**src/include/fpsc_pkg.sv**
```systemverilog
package fpsc_pkg;

  // clock of the block
  localparam int CLK_PERIOD_NS = 10;               // sys_clk_in period

  // command opcodes
  localparam logic [7:0] OPC_STATUS_WRITE = 8'h01; // status_write_command
  localparam logic [7:0] OPC_WRITE_LATCH_CLR = 8'h04; // write latch clear
  localparam logic [7:0] OPC_STATUS_READ = 8'h05;  // status_read_command
  localparam logic [7:0] OPC_WRITE_LATCH_SET = 8'h06; // write_latch_set_command
  localparam logic [7:0] OPC_STD_ID = 8'h9f;       // four-byte standard id read
  localparam logic [7:0] OPC_LEGACY_ID = 8'hab;    // legacy id read / sleep release
  localparam logic [7:0] OPC_SLEEP_ENTER = 8'hb9;  // deep_sleep_mode entry

  // frame lengths in serial clocks
  localparam logic [5:0] BITS_OPCODE = 6'h08;      // opcode only
  localparam logic [5:0] BITS_STATUS_WRITE = 6'h10; // opcode plus one data byte
  localparam logic [5:0] BITS_LAST_OPCODE = 6'h07; // index of last opcode bit
  localparam logic [5:0] BITS_LAST_DATA = 6'h0f;   // index of last data bit
  localparam logic [5:0] BITS_LAST_DUMMY = 6'h1f;  // index of last dummy bit
  localparam logic [5:0] BITS_SAT = 6'h3f;         // frame bit counter ceiling

  // status byte bit positions
  localparam int SR_BUSY_POS = 0;                  // self-timed write running
  localparam int SR_WEL_POS = 1;                   // write enable latch
  localparam int SR_RANGE_LOW_POS = 2;             // protect_range_bit_low
  localparam int SR_RANGE_HIGH_POS = 3;            // protect_range_bit_high
  localparam int SR_BOTTOM_POS = 5;                // protect_from_bottom_select
  localparam int SR_LOCKDOWN_POS = 7;              // protect_lockdown_bit

  // values after reset
  localparam logic RST_RANGE_LOW = 1'b1;           // protection on after reset
  localparam logic RST_RANGE_HIGH = 1'b1;          // protection on after reset
  localparam logic RST_BOTTOM = 1'b0;              // top protected
  localparam logic RST_LOCKDOWN = 1'b0;            // lock-down off
  localparam logic RST_WEL = 1'b0;                 // write latch clear; status writes are not gated by it

  // self-timed delays, figures in ns
  localparam int TIME_STATUS_WRITE_NS = 5000;      // status_write_time
  localparam int TIME_SLEEP_ENTRY_NS = 3000;       // sleep_entry_delay
  localparam int TIME_SLEEP_EXIT_NS = 3000;        // sleep_exit_delay

  // delays in clock cycles, rounded up
  localparam int TMR_W = 16;                       // timer width
  localparam logic [15:0] CYC_STATUS_WRITE =
    16'((TIME_STATUS_WRITE_NS + CLK_PERIOD_NS - 1) / CLK_PERIOD_NS);
  localparam logic [15:0] CYC_SLEEP_ENTRY =
    16'((TIME_SLEEP_ENTRY_NS + CLK_PERIOD_NS - 1) / CLK_PERIOD_NS);
  localparam logic [15:0] CYC_SLEEP_EXIT =
    16'((TIME_SLEEP_EXIT_NS + CLK_PERIOD_NS - 1) / CLK_PERIOD_NS);

  // pins that pass the synchroniser
  localparam int SYNC_W = 4;                       // cs, sck, mosi, wp
  localparam logic [3:0] SYNC_RST = 4'h9;          // cs and wp idle high

endpackage : fpsc_pkg

```
**src/core/fpsc_cmd.sv**
```systemverilog
`timescale 1ns/100ps
module fpsc_cmd
  import fpsc_pkg::*;
#(
  parameter logic [7:0] LEGACY_ID_BYTE = 8'h5a, // arbitrary value
  parameter logic [7:0] STD_ID_DEVICE  = 8'ha1, // arbitrary value
  parameter logic [7:0] STD_ID_TYPE    = 8'hb2, // arbitrary value
  parameter logic [7:0] STD_ID_SIZE    = 8'hc3, // arbitrary value
  parameter logic [7:0] STD_ID_RSVD    = 8'hd4  // arbitrary value
) (
  input  wire logic sys_clk_in,                  // block clock, 100 MHz
  input  wire logic srst_in,                     // sync reset, high
  input  wire logic cs_n_in,                     // chip select pin, low
  input  wire logic sck_in,                      // serial clock pin
  input  wire logic mosi_in,                     // serial data in pin
  input  wire logic wp_n_in,                     // write-protect pin, low
  input  wire logic prog_busy_in,                // program/erase running
  output logic      miso_out,                    // serial data out
  output logic      miso_oe_out,                 // serial data out enable
  output logic      protect_range_bit_low_out,   // range bit 0
  output logic      protect_range_bit_high_out,  // range bit 1
  output logic      protect_from_bottom_select_out, // range from bottom
  output logic      protect_lockdown_bit_out,    // lock-down bit
  output logic      write_latch_out,             // write enable latch
  output logic      status_write_busy_out,       // self-timed write running
  output logic      deep_sleep_mode_out,         // deep sleep active
  output logic      low_power_out                // lowest power reached
);
  import fpsc_pkg::*;

  // frame phase
  typedef enum logic [2:0] {
    PH_IDLE,       // chip select high
    PH_OPCODE,     // collecting opcode bits
    PH_HOLD,       // opcode-only command, acts at frame end
    PH_DUMMY,      // legacy id dummy bits
    PH_DATA,       // status write data
    PH_OUT_LEGACY, // repeating legacy id
    PH_OUT_STD,    // repeating four-byte id
    PH_OUT_STATUS  // repeating status byte
  } fpsc_phase_t;

  // what the running timer stands for
  typedef enum logic [1:0] {
    TM_NONE,  // idle
    TM_WRITE, // status write cycle
    TM_ENTRY, // sleep entry settling
    TM_EXIT   // sleep exit recovery
  } fpsc_tmode_t;

  typedef struct packed {
    logic        sck_prev;  // last sampled serial clock
    logic        cs_prev;   // last sampled chip select
    fpsc_phase_t ph;        // frame phase
    logic        skip;      // frame discarded
    logic [5:0]  nbits;     // rising edges in frame, saturating
    logic [7:0]  sh_in;     // input shifter
    logic [7:0]  opc;       // opcode of the frame
    logic [7:0]  wdata;     // status write data byte
    logic [7:0]  sh_out;    // output shifter
    logic [2:0]  out_cnt;   // bits sent of current byte
    logic [1:0]  id_idx;    // standard id byte index
    logic        miso;      // output data flop
    logic        miso_oe;   // output enable flop
    logic        bp0;       // protect_range_bit_low
    logic        bp1;       // protect_range_bit_high
    logic        tb;        // protect_from_bottom_select
    logic        protect_lockdown_bit;       // protect_lockdown_bit
    logic        wel;       // write enable latch
    logic        wr_busy;   // status write cycle running
    logic        sleep;     // deep_sleep_mode
    logic        exit_pend; // waiting out the exit delay
    logic        low_pwr;   // entry delay has passed
    fpsc_tmode_t tmode;     // timer owner
  } fpsc_state_t;

  fpsc_state_t      q;         // registered state
  fpsc_state_t      d;         // next state
  logic [3:0]       pins_s;    // synchronised pins
  logic             s_cs_n;    // synced chip select
  logic             s_sck;     // synced serial clock
  logic             s_mosi;    // synced data in
  logic             s_wp_n;    // synced write protect
  logic             tmr_done;  // timer expiry pulse
  logic             tmr_load;  // timer start
  logic [TMR_W-1:0] tmr_val;   // timer length
  logic             cs_rise;   // frame end
  logic             wr_go;     // status write accepted
  logic             sleep_go;  // sleep entry accepted
  logic [7:0]       stat;      // status byte as read
  logic [7:0]       in_byte;   // byte completed this edge
  logic             sck_rise;  // serial clock rising
  logic             sck_fall;  // serial clock falling
  logic             cs_fall;   // frame start
  logic             wp_low;    // hardware protect asserted
  logic             busy_any;  // any internal write running

  // pins cross in as levels; edges are found on the retimed copies
  fpsc_sync u_sync (
    .sys_clk_in (sys_clk_in),
    .srst_in    (srst_in),
    .async_in   ({cs_n_in, sck_in, mosi_in, wp_n_in}),
    .sync_out   (pins_s)
  );
  assign {s_cs_n, s_sck, s_mosi, s_wp_n} = pins_s;

  // one timer serves all three delays; they never overlap legally
  fpsc_timer u_timer (
    .sys_clk_in (sys_clk_in),
    .srst_in    (srst_in),
    .load_in    (tmr_load),
    .count_in   (tmr_val),
    .done_out   (tmr_done)
  );

  // standard id byte by position
  function automatic logic [7:0] std_byte(input logic [1:0] idx);
    logic [7:0] b;
    unique case (idx)
      2'h0: b = STD_ID_DEVICE;
      2'h1: b = STD_ID_TYPE;
      2'h2: b = STD_ID_SIZE;
      2'h3: b = STD_ID_RSVD;
    endcase
    return b;
  endfunction : std_byte

  // next-state logic: pin edges, frame decode, frame-end actions
  always_comb begin
    d        = q;
    tmr_load = 1'b0;
    tmr_val  = '0;
    wr_go    = 1'b0;
    sleep_go = 1'b0;
    sck_rise = s_sck & ~q.sck_prev;
    sck_fall = ~s_sck & q.sck_prev;
    cs_fall  = ~s_cs_n & q.cs_prev;
    cs_rise  = s_cs_n & ~q.cs_prev;
    wp_low   = ~s_wp_n;
    busy_any = q.wr_busy | prog_busy_in;
    in_byte  = {q.sh_in[6:0], s_mosi};
    d.sck_prev = s_sck;
    d.cs_prev  = s_cs_n;
    // status byte, rebuilt live so polling sees busy fall
    stat = '0;
    stat[SR_BUSY_POS]       = busy_any;
    stat[SR_WEL_POS]        = q.wel;
    stat[SR_RANGE_LOW_POS]  = q.bp0;
    stat[SR_RANGE_HIGH_POS] = q.bp1;
    stat[SR_BOTTOM_POS]     = q.tb;
    stat[SR_LOCKDOWN_POS]   = q.protect_lockdown_bit;
    // delay expiry
    if (tmr_done) begin
      d.tmode = TM_NONE;
      unique case (q.tmode)
        TM_WRITE: d.wr_busy = 1'b0;
        TM_ENTRY: d.low_pwr = 1'b1;
        TM_EXIT: begin
          d.sleep     = 1'b0;
          d.exit_pend = 1'b0;
        end
        TM_NONE: ;
      endcase
    end
    if (cs_fall) begin
      // new frame
      d.ph      = PH_OPCODE;
      d.skip    = 1'b0;
      d.nbits   = '0;
      d.out_cnt = '0;
      d.id_idx  = '0;
    end else if (cs_rise) begin
      // frame end: output released at once, even mid-byte
      d.ph      = PH_IDLE;
      d.miso    = 1'b0;
      d.miso_oe = 1'b0;
      if (!q.skip && q.ph != PH_OPCODE && q.ph != PH_IDLE) begin
        if (q.opc == OPC_STATUS_WRITE) begin
          // exactly one data byte, no write running, lock not engaged
          if (q.nbits == BITS_STATUS_WRITE && !busy_any
              && !(wp_low && q.protect_lockdown_bit)) begin
            wr_go     = 1'b1;
            d.bp0     = q.wdata[SR_RANGE_LOW_POS];
            d.bp1     = q.wdata[SR_RANGE_HIGH_POS];
            d.tb      = q.wdata[SR_BOTTOM_POS];
            // with protect low only a set can reach the lock bit
            d.protect_lockdown_bit     = wp_low ? (q.protect_lockdown_bit | q.wdata[SR_LOCKDOWN_POS])
                               : q.wdata[SR_LOCKDOWN_POS];
            d.wel     = 1'b0;
            d.wr_busy = 1'b1;
            d.tmode   = TM_WRITE;
            tmr_load  = 1'b1;
            tmr_val   = CYC_STATUS_WRITE;
          end
        end else if (q.opc == OPC_WRITE_LATCH_SET) begin
          if (q.nbits == BITS_OPCODE) begin
            d.wel = 1'b1;
          end
        end else if (q.opc == OPC_WRITE_LATCH_CLR) begin
          if (q.nbits == BITS_OPCODE) begin
            d.wel = 1'b0;
          end
        end else if (q.opc == OPC_SLEEP_ENTER) begin
          if (q.nbits == BITS_OPCODE && !busy_any) begin
            sleep_go  = 1'b1;
            d.sleep   = 1'b1;
            d.low_pwr = 1'b0;
            d.tmode   = TM_ENTRY;
            tmr_load  = 1'b1;
            tmr_val   = CYC_SLEEP_ENTRY;
          end
        end else if (q.opc == OPC_LEGACY_ID && q.sleep) begin
          // release or legacy id both wake the part
          d.exit_pend = 1'b1;
          d.low_pwr   = 1'b0;
          d.tmode     = TM_EXIT;
          tmr_load    = 1'b1;
          tmr_val     = CYC_SLEEP_EXIT;
        end
      end
    end else if (!s_cs_n) begin
      if (sck_rise) begin
        // shift in on the rising edge
        d.sh_in = in_byte;
        if (q.nbits != BITS_SAT) begin
          d.nbits = q.nbits + 6'h01;
        end
        unique case (q.ph)
          PH_OPCODE: begin
            if (q.nbits == BITS_LAST_OPCODE) begin
              d.opc = in_byte;
              // asleep: discard all but the wake opcode; recovering (exit_pend): discard all
              if (q.sleep && (q.exit_pend || in_byte != OPC_LEGACY_ID)) begin
                d.skip = 1'b1;
                d.ph   = PH_HOLD;
              end else if (in_byte == OPC_STD_ID) begin
                d.ph     = PH_OUT_STD;
                d.sh_out = std_byte(2'h0);
              end else if (in_byte == OPC_STATUS_READ) begin
                d.ph     = PH_OUT_STATUS;
                d.sh_out = stat;
              end else if (in_byte == OPC_LEGACY_ID) begin
                d.ph = PH_DUMMY;
              end else if (in_byte == OPC_STATUS_WRITE) begin
                d.ph = PH_DATA;
              end else begin
                d.ph = PH_HOLD;
              end
            end
          end
          PH_DUMMY: begin
            if (q.nbits == BITS_LAST_DUMMY) begin
              d.ph     = PH_OUT_LEGACY;
              d.sh_out = LEGACY_ID_BYTE;
            end
          end
          PH_DATA: begin
            if (q.nbits == BITS_LAST_DATA) begin
              d.wdata = in_byte;
            end
          end
          PH_IDLE, PH_HOLD, PH_OUT_LEGACY, PH_OUT_STD, PH_OUT_STATUS: ;
        endcase
      end
      if (sck_fall && (q.ph == PH_OUT_LEGACY || q.ph == PH_OUT_STD
                       || q.ph == PH_OUT_STATUS)) begin
        // shift out on the falling edge, msb first
        d.miso    = q.sh_out[7];
        d.miso_oe = 1'b1;
        d.sh_out  = {q.sh_out[6:0], 1'b0};
        d.out_cnt = q.out_cnt + 3'h1;
        if (q.out_cnt == 3'h7) begin
          if (q.ph == PH_OUT_LEGACY) begin
            d.sh_out = LEGACY_ID_BYTE;
          end else if (q.ph == PH_OUT_STD) begin
            d.id_idx = q.id_idx + 2'h1;
            d.sh_out = std_byte(q.id_idx + 2'h1);
          end else begin
            d.sh_out = stat;
          end
        end
      end
    end
  end

  // state register; reset leaves protection on and the part awake
  always_ff @(posedge sys_clk_in) begin
    if (srst_in) begin
      q         <= '0;
      q.ph      <= PH_IDLE;
      q.cs_prev <= 1'b1;
      q.bp0     <= RST_RANGE_LOW;
      q.bp1     <= RST_RANGE_HIGH;
      q.tb      <= RST_BOTTOM;
      q.protect_lockdown_bit     <= RST_LOCKDOWN;
      q.wel     <= RST_WEL;
      q.tmode   <= TM_NONE;
    end else begin
      q <= d;
    end
  end

  assign miso_out                       = q.miso;
  assign miso_oe_out                    = q.miso_oe;
  assign protect_range_bit_low_out      = q.bp0;
  assign protect_range_bit_high_out     = q.bp1;
  assign protect_from_bottom_select_out = q.tb;
  assign protect_lockdown_bit_out       = q.protect_lockdown_bit;
  assign write_latch_out                = q.wel;
  assign status_write_busy_out          = q.wr_busy;
  assign deep_sleep_mode_out            = q.sleep;
  assign low_power_out                  = q.low_pwr;

  // checks on the design's own behaviour
  localparam int WR_DONE_CYC = int'(CYC_STATUS_WRITE) + 1;  // busy length
  localparam int SLP_DONE_CYC = int'(CYC_SLEEP_ENTRY) + 1;  // entry length

  a_release_on_end: assert property (
    @(posedge sys_clk_in) disable iff (srst_in)
    cs_rise |=> !miso_oe_out ##1 !miso_oe_out)
    else $error("data out still driven after frame end");

  a_locked_no_write: assert property (
    @(posedge sys_clk_in) disable iff (srst_in)
    cs_rise && wp_low && q.protect_lockdown_bit |=> $stable({q.bp0, q.bp1, q.tb, q.protect_lockdown_bit}))
    else $error("locked status register changed");

  a_lockdown_sticky: assert property (
    @(posedge sys_clk_in) disable iff (srst_in)
    wp_low && q.protect_lockdown_bit |=> protect_lockdown_bit_out)
    else $error("lock-down cleared while protect pin low");

  a_write_busy_len: assert property (
    @(posedge sys_clk_in) disable iff (srst_in)
    wr_go |=> status_write_busy_out ##[WR_DONE_CYC:WR_DONE_CYC] !status_write_busy_out)
    else $error("status write cycle length wrong");

  a_wel_cleared: assert property (
    @(posedge sys_clk_in) disable iff (srst_in)
    wr_go |=> !write_latch_out)
    else $error("write latch not cleared by status write");

  a_sleep_busy_ign: assert property (
    @(posedge sys_clk_in) disable iff (srst_in)
    cs_rise && q.opc == OPC_SLEEP_ENTER && busy_any && !q.sleep
    |=> !deep_sleep_mode_out)
    else $error("sleep entered while a write was running");

  a_sleep_low_power: assert property (
    @(posedge sys_clk_in) disable iff (srst_in)
    sleep_go |=> deep_sleep_mode_out && !low_power_out
    ##[SLP_DONE_CYC:SLP_DONE_CYC] low_power_out)
    else $error("sleep entry delay wrong");

  a_sleep_discard: assert property (
    @(posedge sys_clk_in) disable iff (srst_in)
    cs_rise && q.sleep && q.opc != OPC_LEGACY_ID
    |=> $stable({q.wel, q.bp0, q.bp1, q.tb, q.protect_lockdown_bit}))
    else $error("command acted on during deep sleep");

  a_extra_data_rej: assert property (
    @(posedge sys_clk_in) disable iff (srst_in)
    cs_rise && q.opc == OPC_STATUS_WRITE && q.nbits > BITS_STATUS_WRITE |-> !wr_go)
    else $error("status write with extra data accepted");

  a_std_id_drive: assert property (
    @(posedge sys_clk_in) disable iff (srst_in)
    sck_fall && !s_cs_n && q.ph == PH_OUT_STD && !q.sh_out[7] |=> miso_oe_out && !miso_out)
    else $error("standard id bit not driven");

endmodule : fpsc_cmd

```
**src/core/fpsc_sync.sv**
```systemverilog
`timescale 1ns/100ps
// two-stage synchroniser for the serial pins
module fpsc_sync
  import fpsc_pkg::*;
(
  input  wire logic                        sys_clk_in, // block clock
  input  wire logic                        srst_in,    // sync reset, high
  input  wire logic [fpsc_pkg::SYNC_W-1:0] async_in,   // raw pin levels
  output logic      [fpsc_pkg::SYNC_W-1:0] sync_out    // retimed levels
);
  import fpsc_pkg::*;

  typedef struct packed {
    logic [SYNC_W-1:0] meta; // first stage, read only by the second
    logic [SYNC_W-1:0] safe; // second stage
  } fpsc_sync_t;

  fpsc_sync_t q; // registered state
  fpsc_sync_t d; // next state

  // shift the pins through both stages
  always_comb begin
    d      = q;
    d.meta = async_in;
    d.safe = q.meta;
  end

  // reset to idle pin levels so no false frame edge follows reset
  always_ff @(posedge sys_clk_in) begin
    if (srst_in) begin
      q <= {SYNC_RST, SYNC_RST};
    end else begin
      q <= d;
    end
  end

  assign sync_out = q.safe;

endmodule : fpsc_sync

```
**src/core/fpsc_timer.sv**
```systemverilog
`timescale 1ns/100ps
// one-shot down counter for the self-timed delays
module fpsc_timer
  import fpsc_pkg::*;
(
  input  wire logic                       sys_clk_in, // block clock
  input  wire logic                       srst_in,    // sync reset, high
  input  wire logic                       load_in,    // start, pulse
  input  wire logic [fpsc_pkg::TMR_W-1:0] count_in,   // cycles to run
  output logic                            done_out    // expiry, pulse
);
  import fpsc_pkg::*;

  typedef struct packed {
    logic [TMR_W-1:0] cnt;  // cycles left
    logic             done; // expiry pulse
  } fpsc_tmr_t;

  fpsc_tmr_t q; // registered state
  fpsc_tmr_t d; // next state

  // a new load restarts the count, so a later request overrides
  always_comb begin
    d      = q;
    d.done = 1'b0;
    if (load_in) begin
      d.cnt = count_in;
    end else if (q.cnt != '0) begin
      d.cnt = q.cnt - 16'h0001;
      d.done = (q.cnt == 16'h0001);
    end
  end

  always_ff @(posedge sys_clk_in) begin
    if (srst_in) begin
      q <= '0;
    end else begin
      q <= d;
    end
  end

  assign done_out = q.done;

endmodule : fpsc_timer

```
**config.mk**
```make
export PLATFORM = sky130hd
export DESIGN_NAME = fpsc_cmd
export DESIGN_NICKNAME = d
export VERILOG_FILES = /design/src/include/fpsc_pkg.sv /design/src/core/fpsc_cmd.sv /design/src/core/fpsc_sync.sv /design/src/core/fpsc_timer.sv
export SDC_FILE = /design/constraint.sdc
export NUM_CORES = 1
export LEC_CHECK = 0
export ABC_AREA = 1
export BUFFER_PORTS_ARGS = -buffer_cell sky130_fd_sc_hd__buf_2
export CAP_MARGIN = 15
export CORE_MARGIN = 1.5
export CORE_UTILIZATION = 55
export DETAILED_ROUTE_END_ITERATION = 8
export MAX_ROUTING_LAYER = met4
export PLACE_DENSITY = 0.72
export SLEW_MARGIN = 20
export SYNTH_ARGS = -nofsm -noshare
export SYNTH_HDL_FRONTEND = slang
export SYNTH_SLANG_ARGS = --single-unit
```
**constraint.sdc**
```tcl
create_clock -name sys_clk_in -period 3.8 [get_ports sys_clk_in]
set_input_delay 0.19 -clock sys_clk_in [delete_from_list [all_inputs] [get_ports sys_clk_in]]
set_output_delay 0.19 -clock sys_clk_in [all_outputs]
set_load 0.005 [all_outputs]
```
==> out/qor.csv <==
stage;metric;value;unit
power;Comb power frac;26.6;%
power;Pwr Density;431;nW/µm²
grt;grt ovf;0;
logic_synthesis;Syn Area/Cell;7.03;µm²
clock_network;Max Root-Sink Buffers;2;
layout;layout cell share with drive strength beyond 1;14.6;%
place;Placer Congestion;0.955;
timing;RSZ-0062 raised after global routing;false;
detailed_routing;Met1 Wirelength;4870;µm
timing;setup violators final;0;
setup_path;Worst Path Max Fanout;16;
status;status;completed;
clock_network;H-tree depth;3;
floorplan;Die ar.;8810;µm²
floorplan;Top-Level Pins;17;
detailed_routing;Vias;4086;
setup_path;slowest CP cell;dfxtp_1;
floorplan;Rows;32;
timing;clk_skew;0.0136;ns
floorplan;Die X;93.9;µm
detailed_routing;top layer in use;met4;
grt;initial antenna violation count;0;
setup_path;Worst Path Buf+Inv;1;
logic_synthesis;warnings from Yosys;0;
detailed_routing;drt pass-1 iters;5;
clock_network;Post-CTS Resized;0;
power;clock network power share;26.6;%
grt;GRT Util Overall;25.8;%
setup_path;Arr. time, crit path;2.36;ns
grt;vias in the first global route;3696;
layout;Antenna Cells;0;
flow_run;Max Cap Viol;0;
setup_path;Startpoint Class;register;
detailed_routing;DRT antenna net count;0;
floorplan;Core Box Area;7850;µm²
clock_network;root buffer cell;clkbuf_8;
place;placed cell count;755;
layout;count of non-filler cells in the finished layout;772;
setup_path;crit path cell chain;ha_1, inv_1, nor2_4, nand2_4, nor3_4, o21ai_0, a21oi_1;
floorplan;Die Span Y;93.9;µm
grt;largest net degree at the start of global routing;24;
timing;FMAX;483;MHz
logic_synthesis;Seq cells post-synth;82;
floorplan;initial core utilization;57.8;%
logic_synthesis;post-synth cell types;41;
grt;first-pass GRT wire length;17100;µm
detailed_routing;mean number of vias per cell;5.29;
setup_path;CP top delay family;simple AND/OR/NAND/NOR gates;
setup_path;critical path capture point type;register;
logic_synthesis;synthesized net count;668;
clock_network;CTS sink cnt;82;
power;NetSw;0.725;mW
logic_synthesis;Synth area leader;dfxtp_1;
timing;Worst-Margin Slew;0.742;ns
timing;final hold viol count;0;
detailed_routing;met3 routed WL;483;µm
detailed_routing;drt wl/cell;13.6;µm
detailed_routing;DR iter-0 viols;187;
timing;setup tns final;0;ns
layout;area grow syn2layout;7.19;%
timing;min Tclk post-route;2.07;ns
layout;most common cell after layout, fill and taps aside;nand2_1;
timing;Rel. slew slack;50.3;%
logic_synthesis;Seq/Total Area, Yosys;36.2;%
clock_network;Worst-path clk slew;0.08;ns
layout;layout net count;687;
clock_network;TritonCTS clock tree;yes;
logic_synthesis;post-synth top area share;36.2;%
layout;filler instances;787;
logic_synthesis;top post-synthesis cells by area;dfxtp_1, nand2_1, nor2_1;
place;Port-buffer cells;16;
clock_network;TritonCTS Buffers;9;
place;Final HPWL DP;7780;µm
logic_synthesis;Netlist Area Pre-Place;4540;µm²
setup_path;worst path required time;4.09;ns
detailed_routing;DR WL met2;4910;µm
clock_network;Post-CTS Setup Bufs;0;
timing;max-slew violations;0;
setup_path;Worst path max stage delay;0.60;ns
setup_path;r2r setup slk;1.73;ns
clock_network;insertion delay to the later sink of the worst-skew pair;0.36;ns
layout;commonest cells after routing, fill and taps aside;nand2_1, nor2_1, inv_1, dfxtp_1, a21oi_1;
setup_path;Setup Crit Path Kind;reg -> reg;
power;sequential power share;46.8;%
detailed_routing;drt drc;0;
power;Cell Int Power;1.37;mW
power;sw frac;34.6;%
detailed_routing;final WL;10500;µm
hold_path;Hold Path Class;in -> reg;
logic_synthesis;Cells after Synth;646;
clock_network;hold_buf cts;0;
timing;Final period util;54.5;%
power;Max VDD drop;0.000447;V
power;leakage power;2.24;nW
-- power groups by stage --
stage	combinational, mW	sequential (mW)	clock, mW
detailed placement	0.547	1.00	0
global placement	0.537	1.00	0
global route	0.648	0.989	0.602
floorplan	0.458	0.988	0
CTS	0.551	0.982	0.569
finish	0.557	0.982	0.558
-- cells by family (layout without fill, tap and decap cells) --
| kind of cell | Yosys count | count (layout) | synth area share [%] |
|---|---|---|---|
| buffers and inverters | 102 | 126 | 8.99 |
| DFF | 82 | 82 | 36.2 |
| AOI/OAI and AO/OA | 108 | 108 | 13.2 |
| and+or+nand+nor | 333 | 333 | 36.4 |
| xor gates and xnor gates | 6 | 6 | 1.16 |
| adders and majority gates | 15 | 15 | 4.13 |
-- layout make-up --
class / instances / area (µm²) / area share (%)
well taps: 102 / 128 / 2.62
clock inverters: 4 / 28.8 / 0.591
multi-input cells: 462 / 2490 / 51.2
flip-flops and latches: 82 / 1640 / 33.7
repair buffers: 18 / 97.6 / 2.01
clock buffers: 12 / 135 / 2.78
inverters: 92 / 345 / 7.10
-- registers in the layout, indices dropped and copies added (netlist names), 4 cells and up --
name,flops
u_sync.d,4
q,40
u_timer.q,16
u_sync.sync_out,4
in_byte,7
-- Yosys cell counts --
cell       instances
nand2_1          118
nor2_1           105
dfxtp_1           82
inv_1             82
a21oi_1           48
o21ai_0           44
nand3_1           43
ha_1              15
nand2_2           14
inv_2             10
nor2_2             8
or2_2              7
nand3_2            5
nand4_1            5
nor2_4             5
nor3_1             5
o211ai_1           5
xor2_1             5
clkbuf_1           4
nand2_4            4
nand3_4            4
buf_6              3
nor3_4             3
a211oi_1           2
buf_2              2
nand3b_1           2
o21a_1             2
a211oi_2           1
a21oi_4            1
a31oi_2            1
buf_1              1
nand4_2            1
nor2_8             1
nor3_2             1
nor3b_2            1
nor4_4             1
o21ai_1            1
o21bai_1           1
o2bb2ai_1          1
o31ai_1            1
xnor2_1            1
-- path summary, 6_finish.rpt --
path                                            to  cells after the start               start
worst max-delay path                         q[37]                      7  u_sync.sync_out[3]
worst min-delay path                   u_sync.d[3]                      2             cs_n_in
worst max register to register               q[37]                      7  u_sync.sync_out[3]
worst min register to register  u_sync.sync_out[1]                      2         u_sync.d[1]
-- per-stage QoR --
stage | total power, mW | area (µm²) | worst slack, ns | utilization [%] | hold WS [ns]
floorplan | 1.45 | 4540 | 2.04 | - | 0.294
global placement | 1.54 | 4690 | 1.82 | 59.8 | 0.377
detailed placement | 1.55 | 4690 | 1.74 | 59.8 | 0.376
CTS | 2.10 | 4860 | 1.72 | 61.9 | 0.00361
global route | 2.24 | 4870 | 1.50 | 62.0 | 0.00489
finish | 2.10 | 4870 | 1.73 | 62.0 | 0.0152
-- metal layers --
metal  vias up  GRT usage, %
li1       2109             -
met1      1855          31.3
met2       102          42.2
met3        20          5.18
met4         0          10.1
met5         -             -
Note: power is estimated with default switching activity, not from simulation.
